## src/logic/tmcu_pkg.sv

```systemverilog
// Package for the timer match compare unit: register map, fields, modes and decode functions
package tmcu_pkg;

  ////////////////////////////////////////////////////////////////////////////
  // Register byte addresses, one aligned 32-bit word each
  localparam logic [3:0] TMCU_OFS_CONTROL = 4'h0;
  localparam logic [3:0] TMCU_OFS_VALUE_LOW = 4'h4;
  localparam logic [3:0] TMCU_OFS_VALUE_HIGH = 4'h8;
  localparam logic [3:0] TMCU_OFS_STATUS = 4'hc;

  ////////////////////////////////////////////////////////////////////////////
  // Reset values and widths
  localparam int TMCU_REG_W = 8;
  localparam int TMCU_CNT_W = 16;
  localparam logic [7:0] TMCU_CONTROL_RST = 8'h00;
  localparam logic [15:0] TMCU_VALUE_RST = 16'h0000;
  localparam logic [7:0] TMCU_CONTROL_OFF = 8'h00;

  // Status word bit positions
  localparam int TMCU_STAT_FLAG = 0;
  localparam int TMCU_STAT_PEND = 1;
  localparam int TMCU_STAT_PIN = 2;

  ////////////////////////////////////////////////////////////////////////////
  // Operating mode field encodings
  localparam logic [3:0] TMCU_MODE_OFF = 4'h0;
  localparam logic [3:0] TMCU_MODE_TOGGLE = 4'h2;
  localparam logic [3:0] TMCU_MODE_CAP_FALL = 4'h4;
  localparam logic [3:0] TMCU_MODE_CAP_RISE = 4'h5;
  localparam logic [3:0] TMCU_MODE_CAP_RISE4 = 4'h6;
  localparam logic [3:0] TMCU_MODE_CAP_RISE16 = 4'h7;
  localparam logic [3:0] TMCU_MODE_SET = 4'h8;
  localparam logic [3:0] TMCU_MODE_CLEAR = 4'h9;
  localparam logic [3:0] TMCU_MODE_SWINT = 4'ha;
  localparam logic [3:0] TMCU_MODE_SPECIAL = 4'hb;

  // Capture prescaler selects and their terminal counts
  localparam logic [1:0] TMCU_PRE_FALL = 2'h0;
  localparam logic [1:0] TMCU_PRE_RISE = 2'h1;
  localparam logic [1:0] TMCU_PRE_RISE4 = 2'h2;
  localparam logic [1:0] TMCU_PRE_RISE16 = 2'h3;
  localparam logic [3:0] TMCU_PRE_LAST4 = 4'h3;
  localparam logic [3:0] TMCU_PRE_LAST16 = 4'hf;

  ////////////////////////////////////////////////////////////////////////////
  // Control register layout
  typedef struct packed {
    logic [1:0] bridge_output_mode_field;
    logic [1:0] duty_low_bits;
    logic [3:0] operating_mode_field;
  } tmcu_control_t;

  function automatic logic tmcu_is_capture(input logic [3:0] mode);
    tmcu_is_capture = (mode >= TMCU_MODE_CAP_FALL) && (mode <= TMCU_MODE_CAP_RISE16);
  endfunction

  function automatic logic tmcu_is_compare(input logic [3:0] mode);
    tmcu_is_compare = (mode == TMCU_MODE_TOGGLE) || ((mode >= TMCU_MODE_SET) && (mode <= TMCU_MODE_SPECIAL));
  endfunction

  function automatic logic tmcu_drives_pin(input logic [3:0] mode);
    tmcu_drives_pin = (mode == TMCU_MODE_TOGGLE) || (mode == TMCU_MODE_SET) || (mode == TMCU_MODE_CLEAR);
  endfunction

endpackage

```

## src/logic/tmcu_top.sv

```systemverilog
// Timer match compare unit: capture, compare, special event trigger, Avalon-MM registers
//
// Behaviour
// RULE1: In compare modes, compare value pair continuously against shared 16-bit timer count.
// RULE2: On match apply mode action: toggle, set, clear pin, special event, or interrupt only.
// RULE3: Every compare match sets the interrupt flag in the same edge as the action.
// RULE4: Mode 1010 leaves the pin undriven and only raises the interrupt flag.
// RULE5: Mode 1011 match resets timer and starts conversion if converter enabled; pin undriven.
// RULE6: Trigger pulses at the match; timer clear waits for next timer clock rise.
// RULE7: Timer clear by the trigger never sets the timer overflow flag.
// RULE8: If the value no longer matches at that timer clock rise, skip the timer clear.
// RULE9: Writing zero to the control register forces the compare output latch low.
// RULE10: Software clears the pin direction bit before relying on compare outputs.
// RULE11: Shared timer runs in timer or synchronized counter mode, not asynchronous.
// RULE12: Shared timer is clocked by instruction clock or external clock, not system clock.
// RULE13: Compare need not work in sleep; it is gated off there.
// RULE14: With instruction clock source the timer holds its count through sleep.
// RULE15: Capture keeps working in sleep with an external timer clock source.
// RULE16: Selected pin event copies the timer count into the value pair.
// RULE17: Each capture sets the flag, cleared only by software; new capture overwrites.
// RULE18: Prescaler counter clears when off, not capturing, or reset; not on select change.
// RULE19: Software writes zero before a new prescaler and mode, in one write.
// RULE20: Toggle, set and clear use the unit's own mode encodings.
// RULE21: Trigger is a one-cycle pulse to timer reset and converter start, gated by enable.
`timescale 1ns/1ps
`default_nettype none
module tmcu_top
  import tmcu_pkg::*;
(
  input wire logic mclk,
  input wire logic reset_n,
  input wire logic [3:0] avs_address,
  input wire logic avs_read,
  input wire logic avs_write,
  input wire logic [31:0] avs_writedata,
  input wire logic [3:0] avs_byteenable,
  output logic [31:0] avs_readdata,
  output logic avs_waitrequest,
  input wire logic [15:0] timer_count,
  input wire logic timer_clk_rise,
  input wire logic timer_ext_clk,
  input wire logic adc_enable,
  input wire logic sleep_active,
  input wire logic module_pin_in,
  output logic module_pin_out,
  output logic module_pin_oe_n,
  output logic special_event,
  output logic timer_clear,
  output logic adc_start,
  output logic timer_hold,
  output logic module_interrupt_flag
);

  ////////////////////////////////////////////////////////////////////////////
  // Declarations
  tmcu_control_t control_r;
  logic [15:0] value_r;
  logic flag_r;
  logic wait_r;
  logic [31:0] rdata_r;
  logic cmp_latch_r;
  logic oe_n_r;
  logic match_prev_r;
  logic pend_r;
  logic sev_r;
  logic tclr_r;
  logic adc_r;
  logic hold_r;
  logic [3:0] mode;
  logic compare_on;
  logic capture_on;
  logic equal_now;
  logic match_live;
  logic match_hit;
  logic special_mode;
  logic cap_event;
  logic pin_level;
  logic rd_take;
  logic wr_fire;
  logic wr_low;
  logic flag_clear;
  logic [31:0] rdata_nxt;

  assign mode = control_r.operating_mode_field;
  assign compare_on = tmcu_is_compare(mode);
  assign capture_on = tmcu_is_capture(mode);
  assign special_mode = (mode == TMCU_MODE_SPECIAL);

  ////////////////////////////////////////////////////////////////////////////
  // Avalon-MM slave handshake
  // One wait cycle per access keeps read data registered and the timing fixed
  assign rd_take = avs_read & wait_r & ~avs_write;
  assign wr_fire = avs_write & ~wait_r & ~avs_read;
  assign wr_low = wr_fire & avs_byteenable[0];

  always_ff @(posedge mclk or negedge reset_n) begin
    if (!reset_n) begin
      wait_r <= 1'b1;
    end else if (!wait_r) begin
      wait_r <= 1'b1;
    end else if (avs_read ^ avs_write) begin
      wait_r <= 1'b0;
    end
  end

  always_comb begin
    rdata_nxt = 32'h0000_0000;
    unique case (avs_address)
      TMCU_OFS_CONTROL: rdata_nxt[TMCU_REG_W-1:0] = control_r;
      TMCU_OFS_VALUE_LOW: rdata_nxt[TMCU_REG_W-1:0] = value_r[TMCU_REG_W-1:0];
      TMCU_OFS_VALUE_HIGH: rdata_nxt[TMCU_REG_W-1:0] = value_r[TMCU_CNT_W-1:TMCU_REG_W];
      TMCU_OFS_STATUS: begin
        rdata_nxt[TMCU_STAT_FLAG] = flag_r;
        rdata_nxt[TMCU_STAT_PEND] = pend_r;
        rdata_nxt[TMCU_STAT_PIN] = pin_level;
      end
      default: rdata_nxt = 32'h0000_0000;
    endcase
  end

  always_ff @(posedge mclk or negedge reset_n) begin
    if (!reset_n) begin
      rdata_r <= 32'h0000_0000;
    end else if (rd_take) begin
      rdata_r <= rdata_nxt;
    end
  end

  assign avs_readdata = rdata_r;
  assign avs_waitrequest = wait_r;

  ////////////////////////////////////////////////////////////////////////////
  // Control register
  always_ff @(posedge mclk or negedge reset_n) begin
    if (!reset_n) begin
      control_r <= TMCU_CONTROL_RST;
    end else if (wr_low && (avs_address == TMCU_OFS_CONTROL)) begin
      control_r <= avs_writedata[TMCU_REG_W-1:0];
    end
  end

  ////////////////////////////////////////////////////////////////////////////
  // Capture pin path
  tmcu_capture_edge u_capture (
    .mclk(mclk),
    .reset_n(reset_n),
    .pin_async(module_pin_in),
    .capture_on(capture_on),
    .prescale_sel(mode[1:0]),
    .pin_level(pin_level),
    .capture_event(cap_event)
  );

  ////////////////////////////////////////////////////////////////////////////
  // Value register pair
  // RULE16: timer count captured
  // RULE15: capture not gated by sleep
  // RULE17: newer capture overwrites
  // A capture in the same cycle as a software write wins, so no event is lost
  always_ff @(posedge mclk or negedge reset_n) begin
    if (!reset_n) begin
      value_r <= TMCU_VALUE_RST;
    end else if (cap_event) begin
      value_r <= timer_count;
    end else if (wr_low && (avs_address == TMCU_OFS_VALUE_LOW)) begin
      value_r[TMCU_REG_W-1:0] <= avs_writedata[TMCU_REG_W-1:0];
    end else if (wr_low && (avs_address == TMCU_OFS_VALUE_HIGH)) begin
      value_r[TMCU_CNT_W-1:TMCU_REG_W] <= avs_writedata[TMCU_REG_W-1:0];
    end
  end

  ////////////////////////////////////////////////////////////////////////////
  // Compare detection
  // RULE1: continuous equality check
  assign equal_now = (timer_count == value_r);
  // RULE13: compare gated in sleep
  assign match_live = compare_on & ~sleep_active & equal_now;
  // One action per arrival at the value, not one per system clock while it holds
  assign match_hit = match_live & ~match_prev_r;

  always_ff @(posedge mclk or negedge reset_n) begin
    if (!reset_n) begin
      match_prev_r <= 1'b0;
    end else begin
      match_prev_r <= match_live;
    end
  end

  ////////////////////////////////////////////////////////////////////////////
  // Compare output latch and pin drive
  // RULE2: match action select
  // RULE20: own mode encodings
  always_ff @(posedge mclk or negedge reset_n) begin
    if (!reset_n) begin
      cmp_latch_r <= 1'b0;
    end else if (wr_low && (avs_address == TMCU_OFS_CONTROL) &&
                 (avs_writedata[TMCU_REG_W-1:0] == TMCU_CONTROL_OFF)) begin
      // RULE9: zero write clears latch
      cmp_latch_r <= 1'b0;
    end else if (match_hit) begin
      unique case (mode)
        TMCU_MODE_TOGGLE: cmp_latch_r <= ~cmp_latch_r;
        TMCU_MODE_SET: cmp_latch_r <= 1'b1;
        TMCU_MODE_CLEAR: cmp_latch_r <= 1'b0;
        default: cmp_latch_r <= cmp_latch_r;
      endcase
    end
  end

  // RULE4: interrupt mode pin free
  // RULE5: trigger mode pin free
  // RULE10: direction bit kept outside
  always_ff @(posedge mclk or negedge reset_n) begin
    if (!reset_n) begin
      oe_n_r <= 1'b1;
    end else begin
      oe_n_r <= ~tmcu_drives_pin(mode);
    end
  end

  assign module_pin_out = cmp_latch_r;
  assign module_pin_oe_n = oe_n_r;

  ////////////////////////////////////////////////////////////////////////////
  // Interrupt flag
  // RULE3: flag with match action
  // RULE17: software clear only
  // Set wins over a write-one clear in the same cycle
  assign flag_clear = wr_low && (avs_address == TMCU_OFS_STATUS) && avs_writedata[TMCU_STAT_FLAG];

  always_ff @(posedge mclk or negedge reset_n) begin
    if (!reset_n) begin
      flag_r <= 1'b0;
    end else if (match_hit || cap_event) begin
      flag_r <= 1'b1;
    end else if (flag_clear) begin
      flag_r <= 1'b0;
    end
  end

  assign module_interrupt_flag = flag_r;

  ////////////////////////////////////////////////////////////////////////////
  // Special event trigger
  // RULE6: trigger pulse at match
  // RULE21: one-cycle gated pulses
  // RULE5: converter start gated
  always_ff @(posedge mclk or negedge reset_n) begin
    if (!reset_n) begin
      sev_r <= 1'b0;
      adc_r <= 1'b0;
    end else begin
      sev_r <= match_hit & special_mode;
      adc_r <= match_hit & special_mode & adc_enable;
    end
  end

  // RULE6: clear waits timer edge
  // RULE12: tick from divided or external clock
  always_ff @(posedge mclk or negedge reset_n) begin
    if (!reset_n) begin
      pend_r <= 1'b0;
    end else if (match_hit && special_mode) begin
      pend_r <= 1'b1;
    end else if (timer_clk_rise || !special_mode) begin
      pend_r <= 1'b0;
    end
  end

  // RULE8: recheck before clearing
  // RULE7: clear without overflow
  // The timer treats this strobe as a load of zero, which never counts as overflow
  always_ff @(posedge mclk or negedge reset_n) begin
    if (!reset_n) begin
      tclr_r <= 1'b0;
    end else begin
      tclr_r <= pend_r & timer_clk_rise & special_mode & equal_now;
    end
  end

  assign special_event = sev_r;
  assign adc_start = adc_r;
  assign timer_clear = tclr_r;

  ////////////////////////////////////////////////////////////////////////////
  // Sleep hold for the timer
  // RULE14: hold count in sleep
  // RULE11: timer mode set outside
  always_ff @(posedge mclk or negedge reset_n) begin
    if (!reset_n) begin
      hold_r <= 1'b0;
    end else begin
      hold_r <= sleep_active & ~timer_ext_clk;
    end
  end

  assign timer_hold = hold_r;

endmodule
`default_nettype wire

```

## src/logic/tmcu_capture_edge.sv

```systemverilog
// Pin synchroniser, edge detector and capture prescaler for the compare unit
`timescale 1ns/1ps
`default_nettype none
module tmcu_capture_edge
  import tmcu_pkg::*;
(
  input wire logic mclk,
  input wire logic reset_n,
  input wire logic pin_async,
  input wire logic capture_on,
  input wire logic [1:0] prescale_sel,
  output logic pin_level,
  output logic capture_event
);

  logic sync1_r;
  logic sync2_r;
  logic prev_r;
  logic [3:0] pre_cnt_r;
  logic [3:0] pre_last;
  logic rise;
  logic fall;

  ////////////////////////////////////////////////////////////////////////////
  // Two-stage synchroniser; only the second stage is looked at
  always_ff @(posedge mclk or negedge reset_n) begin
    if (!reset_n) begin
      sync1_r <= 1'b0;
      sync2_r <= 1'b0;
      prev_r <= 1'b0;
    end else begin
      sync1_r <= pin_async;
      sync2_r <= sync1_r;
      prev_r <= sync2_r;
    end
  end

  assign pin_level = sync2_r;
  assign rise = sync2_r & ~prev_r;
  assign fall = ~sync2_r & prev_r;
  assign pre_last = (prescale_sel == TMCU_PRE_RISE16) ? TMCU_PRE_LAST16 : TMCU_PRE_LAST4;

  ////////////////////////////////////////////////////////////////////////////
  // RULE18: prescaler cleared off
  // Only leaving capture, reset or a rise at the terminal count clears the count; a new select keeps it
  always_ff @(posedge mclk or negedge reset_n) begin
    if (!reset_n) begin
      pre_cnt_r <= 4'h0;
    end else if (!capture_on) begin
      pre_cnt_r <= 4'h0;
    end else if (rise && prescale_sel[1]) begin
      if (pre_cnt_r >= pre_last) begin
        pre_cnt_r <= 4'h0;
      end else begin
        pre_cnt_r <= pre_cnt_r + 4'h1;
      end
    end
  end

  // RULE16: capture event select
  always_comb begin
    capture_event = 1'b0;
    if (capture_on) begin
      unique case (prescale_sel)
        TMCU_PRE_FALL: capture_event = fall;
        TMCU_PRE_RISE: capture_event = rise;
        TMCU_PRE_RISE4, TMCU_PRE_RISE16: capture_event = rise && (pre_cnt_r >= pre_last);
      endcase
    end
  end

endmodule
`default_nettype wire

```

## config.mk

```make
export PLATFORM = sky130hd
export DESIGN_NAME = tmcu_top
export DESIGN_NICKNAME = d
export VERILOG_FILES = /design/src/logic/tmcu_pkg.sv /design/src/logic/tmcu_top.sv /design/src/logic/tmcu_capture_edge.sv
export SDC_FILE = /design/constraint.sdc
export NUM_CORES = 1
export LEC_CHECK = 0
export BUFFER_PORTS_ARGS = -buffer_cell sky130_fd_sc_hd__buf_2
export CAP_MARGIN = 20
export CORE_MARGIN = 4
export CORE_UTILIZATION = 45
export DETAILED_ROUTE_END_ITERATION = 12
export GPL_TIMING_DRIVEN = 0
export HOLD_SLACK_MARGIN = 0.15
export PLACE_DENSITY = 0.74
export SLEW_MARGIN = 10
export SYNTH_ARGS = -nofsm -noshare
export SYNTH_HDL_FRONTEND = slang
export SYNTH_SLANG_ARGS = --single-unit
```

## constraint.sdc

```tcl
create_clock -name mclk -period 3.5 [get_ports mclk]
set_input_delay 0.175 -clock mclk [delete_from_list [all_inputs] [get_ports mclk]]
set_output_delay 0.175 -clock mclk [all_outputs]
set_load 0.02 [all_outputs]
```

==> flow_summary.ini, run 1 <==
[timing]
slew_violations = 0
tns_ns = 0
fin_crit_sh_pct = 88.6
max_freq_mhz = 323
clock_skew_ns = 0.00730
setup_viol = 0
rsz0062_at_grt = no
hold_violations = 0
relSlewSlack_pct = 42.7
worst_slack_ns = 0.399
tightestPinTransition_ns = 0.854
fin_crit_ns = 3.10
whs_ns = 0.155

[final_layout]
syn_to_final_growth_pct = 29.7
multi_input_area_mm2 = 0.00143
layout.nets = 418
regArea_mm2 = 0.00123
n_antenna_cell = 0
instances_no_fill = 426
fill_cells = 506
fin_area_mm2 = 0.00363
post-route-util_pct = 60.6
drive_gt1_share_pct = 37.6

[power]
p_comb_share_pct = 29.5
powerDensity_mw_per_mm2 = 490
p_switching_mw = 0.510
p_total_mw = 1.78
p_int_mw = 1.27
ir_drop_mv = 0.222
clkPwrFrac_pct = 27.0
p_leak_nw = 1.81
pwr-share-seq_pct = 43.5
swShare_pct = 28.6

[clock_tree]
clk_latency_ns = 0.31
cts_buffers = 5
postCtsSetupBuffers = 0
clk_pin_slew_ns = 0.09
clock-root-buffer = clkbuf_8
h-tree-depth = 2
cts_max_path_buffers = 2
cts_sinks = 49
cts_tree = yes

[placement]
place_hpwl_mm = 4.66
post_dp_cell_area_mm2 = 0.00325
gp_congestion = 0.809
pre_cts_ws_ns = 0.403
io_buffer_count = 53
dp.cells = 393

[hold_path]
hold_path_class = in -> reg
whs_path_depth = 2
hp-start = avs_writedata[5]
min_to = control_r[5]

[setup_path]
cpPeakStageDelay_ns = 0.67
reg2reg_to = value_r[13]
critPathMaxFanout = 10
start_kind = flip-flop
required_ns = 3.70
crit_type = reg -> reg
arrival_ns = 3.30
worstPathCellList = clkbuf_1 > nand2_1 > ha_1 > a21o_1 > a21oi_1 > nor2_1 > o21ai_1 > buf_2 > mux2_2
crit_slowest_cell = o21ai_1
reg2reg_depth = 9
regToRegSetupSlack_ns = 0.40
r2r_start = mode[1]
cp-end-kind = flip-flop

[synthesis]
synth-main-ff-cell = dfrtp_1
syn_inst = 242
synthTopCellsByArea = dfrtp_1 (42%), mux2_2 (9.2%), mux2_4 (8.6%)
yosys_register_bits = 49
synth_xor_area_share_pct = 5.32
ys_warn_count = 0
yosysTopAreaCellShare_pct = 42.0
synth_compound_area_share_pct = 7.64
ys_types = 40
synth_top_family_by_area = multiplexers
synthesis.area_mm2 = 0.00280
synthSimpleGateAreaFrac_pct = 11.4
syn_avg_cell_area_um2 = 11.6
yosys-mux-area-fraction_pct = 22.0
synth_edf_count = 0
synth-seq-area-share_pct = 43.9
synth.most_common_cell = dfrtp_1
synthArstFlopShare_pct = 100
synth_fa_ha_area_share_pct = 1.34
netlist_top_cells_count = dfrtp_1 (47), buf_4 (24), mux2_2 (23), xor2_1 (17), mux2_4 (16)
synth_area_leader_cell = dfrtp_1

[grt]
grt_pass1_vias = 2070
grt_use_total_pct = 17.5
overflow = 0
grt_pass1_wl_mm = 10.3
grt_max_degree = 50
antenna_found_initial = 0

[detailed_routing]
route.vias.total = 2156
wl_per_cell_um = 15.0
drt_wl_total_mm = 6.40
postRouteAntennaNets = 0
drt-pass1-iter-count = 4
post_drt_via_cell_ratio = 5.06
drc = 0
first_iter_violations = 96

[die]
die_w_um = 86.9
dieArea_mm2 = 0.00755
core.rowCount = 28
core_mm2 = 0.00599
die_h_um = 86.9
initial_core_util_pct = 46.7
ios = 105

[outcome]
status = finished, final reports clean

[flow_run]
drv_cap = 0
area by class of cell:
class                      count  share of cell area, %
multi-input combinational    181                   39.3
clock inverter                 3                   1.79
buffer                        31                   5.96
clock buffer                   5                   1.89
timing repair buffer          78                   14.3
sequential                    49                   33.8
tap                           75                   2.58
inverter                       4                  0.413
timing repair:
action | in CTS | in global routing
hold buffers | 25 | 0
gates resized for setup | 0 | 0
hold endpoints to repair | 70 | 0
power by group through the flow:
stage	Combinational (mW)	Sequential, mW	Clock (mW)
6_report	0.525	0.775	0.481
3_5_place_dp	0.501	0.784	0
3_3_place_gp	0.485	0.776	0
5_1_grt	0.572	0.790	0.515
2_1_floorplan	0.371	0.774	0
4_1_cts	0.527	0.774	0.485
worst max-delay path: cells and delay by family (launching register included):
family | cells | cell delay, ns
AOI/OAI and AO/OA | 3 | 0.99
buffers and inverters | 2 | 0.76
DFF | 1 | 0.33
adders and majority gates | 1 | 0.30
and+or+nand+nor | 2 | 0.23
muxes | 1 | 0.37
flip-flops by register name, indices dropped and copies added (netlist names), 4 cells and up:
register / cells
u_capture.pre_cnt_r: 4
avs_readdata: 8
control_r: 4
mode: 4
value_r: 16
routing by layer:
metal  GRT usage (%)  vias up  part of all wire, %
li1                -     1041                    -
met1            24.4     1027                   44
met2            27.3       79                   47
met3            2.93        9                  7.4
met4            6.66        0                  1.9
met5               0        -                    0
cells by family (layout without fill, tap and decap cells):
group / Yosys count / after routing
buf+inv: 35 / 121
flops: 49 / 49
xor+xnor: 17 / 17
compound gates: 32 / 32
mux: 47 / 47
simple gates: 58 / 58
other cells: 1 / 24
fa+ha+maj: 3 / 3
placed cells by master, fill, tap and decap left out, drive strengths merged, types with 2 or more instances in the layout:
master	instances
o21ai	13
or3	2
nand2b	2
nor3b	2
ha	3
dlygate4sd3	25
mux2	39
nor2	8
conb	24
clkbuf	9
a21oi	4
bufinv	2
inv	4
nor4b	3
xor2	17
mux4	3
a22o	9
dfrtp	47
a21o	2
nor3	3
nand3	3
nor2b	5
dfstp	2
nand2	15
nor4	8
mux2i	5
buf	80
worst max path at each step:
stage                  end    start  slack [ns]  depth (start not counted)
2_1_floorplan  value_r[12]  mode[1]        0.92                          9
3_3_place_gp   value_r[12]  mode[1]        0.40                          9
3_5_place_dp   value_r[12]  mode[1]        0.40                          9
4_1_cts        value_r[13]  mode[1]        0.39                          9
5_1_grt        value_r[13]  mode[1]        0.20                          9
6_report       value_r[13]  mode[1]        0.40                          9
Note: power is estimated with default switching activity, not from simulation.
==> run 2, diff against run 1 <==
--- a/config.mk
+++ b/config.mk
@@ -5,7 +5,7 @@
 export SDC_FILE = /design/constraint.sdc
 export NUM_CORES = 1
 export LEC_CHECK = 0
-export BUFFER_PORTS_ARGS = -buffer_cell sky130_fd_sc_hd__buf_2
+export BUFFER_PORTS_ARGS = -buffer_cell sky130_fd_sc_hd__clkbuf_2
 export CAP_MARGIN = 20
 export CORE_MARGIN = 4
 export CORE_UTILIZATION = 45
==> run 2 against run 1 <==
Final area fell by 1.3%; hold slack got worse by 0.0020 ns; via count fell by 0.23%; global-route usage fell by 0.25 points; setup slack got worse by 0.050 ns; largest power group unchanged.
==> flow_summary.ini, run 2 (synthesis results as in run 1) <==
[setup_path]
required_ns = 3.69
crit_type = reg -> reg
critPathMaxFanout = 10
arrival_ns = 3.34
start_kind = flip-flop
cp-end-kind = flip-flop

[detailed_routing]
route.vias.total = 2151
drt-pass1-iter-count = 4
wl_per_cell_um = 14.8
drt_wl_total_mm = 6.25
drc = 0
postRouteAntennaNets = 0
first_iter_violations = 106
post_drt_via_cell_ratio = 5.10

[timing]
setup_viol = 0
worst_slack_ns = 0.349
whs_ns = 0.153
relSlewSlack_pct = 45.5
max_freq_mhz = 317
tightestPinTransition_ns = 0.812
fin_crit_sh_pct = 90.0
hold_violations = 0
clock_skew_ns = 0.00449
tns_ns = 0
fin_crit_ns = 3.15
rsz0062_at_grt = no
slew_violations = 0

[outcome]
status = finished, final reports clean

[power]
p_comb_share_pct = 30.2
swShare_pct = 29.4
p_switching_mw = 0.507
p_leak_nw = 1.79
powerDensity_mw_per_mm2 = 480
ir_drop_mv = 0.265
clkPwrFrac_pct = 24.8
pwr-share-seq_pct = 45.0
p_int_mw = 1.22
p_total_mw = 1.72

[final_layout]
largest_reg_flops = 16
n_antenna_cell = 0
fin_area_mm2 = 0.00359
syn_to_final_growth_pct = 28.1
final_cell_mix = clkbuf_2 (53), dfrtp_1 (47), buf_4 (24), conb_1 (24), mux2_2 (23)
drive_gt1_share_pct = 38.3
post-route-util_pct = 59.9
top_register = value_r
layout.nets = 414
layout.cells.most_common = clkbuf_2
instances_no_fill = 422

[placement]
post_dp_cell_area_mm2 = 0.00327
gp_congestion = 0.799
place_hpwl_mm = 4.82
dp.cells = 394
io_buffer_count = 53
pre_cts_ws_ns = 0.361

[grt]
met2_usage_pct = 28.6
grt_pass1_wl_mm = 10.2
overflow = 0
grt_max_degree = 32
grt_pass1_vias = 2150
grt_use_total_pct = 17.3
antenna_found_initial = 0
met1_usage_pct = 22.6
met3_usage_pct = 2.55
top_usage_layer = met2

[clock_tree]
clk_latency_ns = 0.30
h-tree-depth = 2
cts_tree = yes
cts_buffers = 5
cts_max_path_buffers = 2
clk_pin_slew_ns = 0.09
cts_sinks = 49
clock-root-buffer = clkbuf_8
cts_resized = 0

[die]
core_mm2 = 0.00599
initial_core_util_pct = 46.7
die_w_um = 86.9
core.rowCount = 28
ios = 105
die_h_um = 86.9
dieArea_mm2 = 0.00755

[flow_run]
drv_cap = 0

[hold_path]
hold_path_class = in -> reg
[run 2: final timing paths]
path                                         from                  end  slack [ns]  depth (start not counted)
max in group asynchronous                 reset_n      avs_waitrequest        2.51                          3
min in group asynchronous                 reset_n     u_capture.prev_r        0.38                          2
worst max-delay path                      mode[1]          value_r[12]        0.35                          9
worst min register to register  u_capture.sync1_r  u_capture.pin_level        0.36                          0
worst max register to register            mode[1]          value_r[12]        0.35                          9
worst min-delay path                    avs_write      avs_waitrequest        0.15                          3
[run 2: power groups by stage]
stage / registers [mW] / logic, mW / clock network, mW
floorplan: 0.774 / 0.371 / 0
global placement: 0.777 / 0.484 / 0
detailed placement: 0.784 / 0.504 / 0
CTS: 0.773 / 0.522 / 0.430
global route: 0.789 / 0.568 / 0.459
finish: 0.776 / 0.520 / 0.427
[run 2: final cells by class]
class / instances / area (um2)
Buffer: 31 / 216
Fill cell: 522 / 2400
Clock buffer: 6 / 82.6
Inverter: 4 / 15.0
Tap cell: 75 / 93.8
Sequential cell: 49 / 1230
Timing Repair Buffer: 74 / 485
Multi-Input combinational cell: 181 / 1430
Clock inverter: 2 / 37.5
[run 2: worst max-delay path: stages (launching register included)]
cell      delay, ns
dfrtp_1        0.33
clkbuf_1       0.33
nand2_1        0.18
ha_1           0.30
a21o_1         0.20
a21oi_1        0.16
nor2_1         0.07
o21ai_1        0.65
buf_2          0.44
mux2_2         0.37
[run 2: routing by layer]
layer  routed length [um]  vias up  part of all wire [%]
met2                 2990       81                    48
met3                  424       11                   6.8
met1                 2690     1025                    43
met4                  136        0                   2.2
met5                    0        -                     0
li1                     -     1034                     -
[run 2: timing repair]
action / 4_1_cts / 5_1_grt
endpoints found under the hold margin: 36 / 1
buffers inserted: 0 / 0
hold buffers: 19 / 1
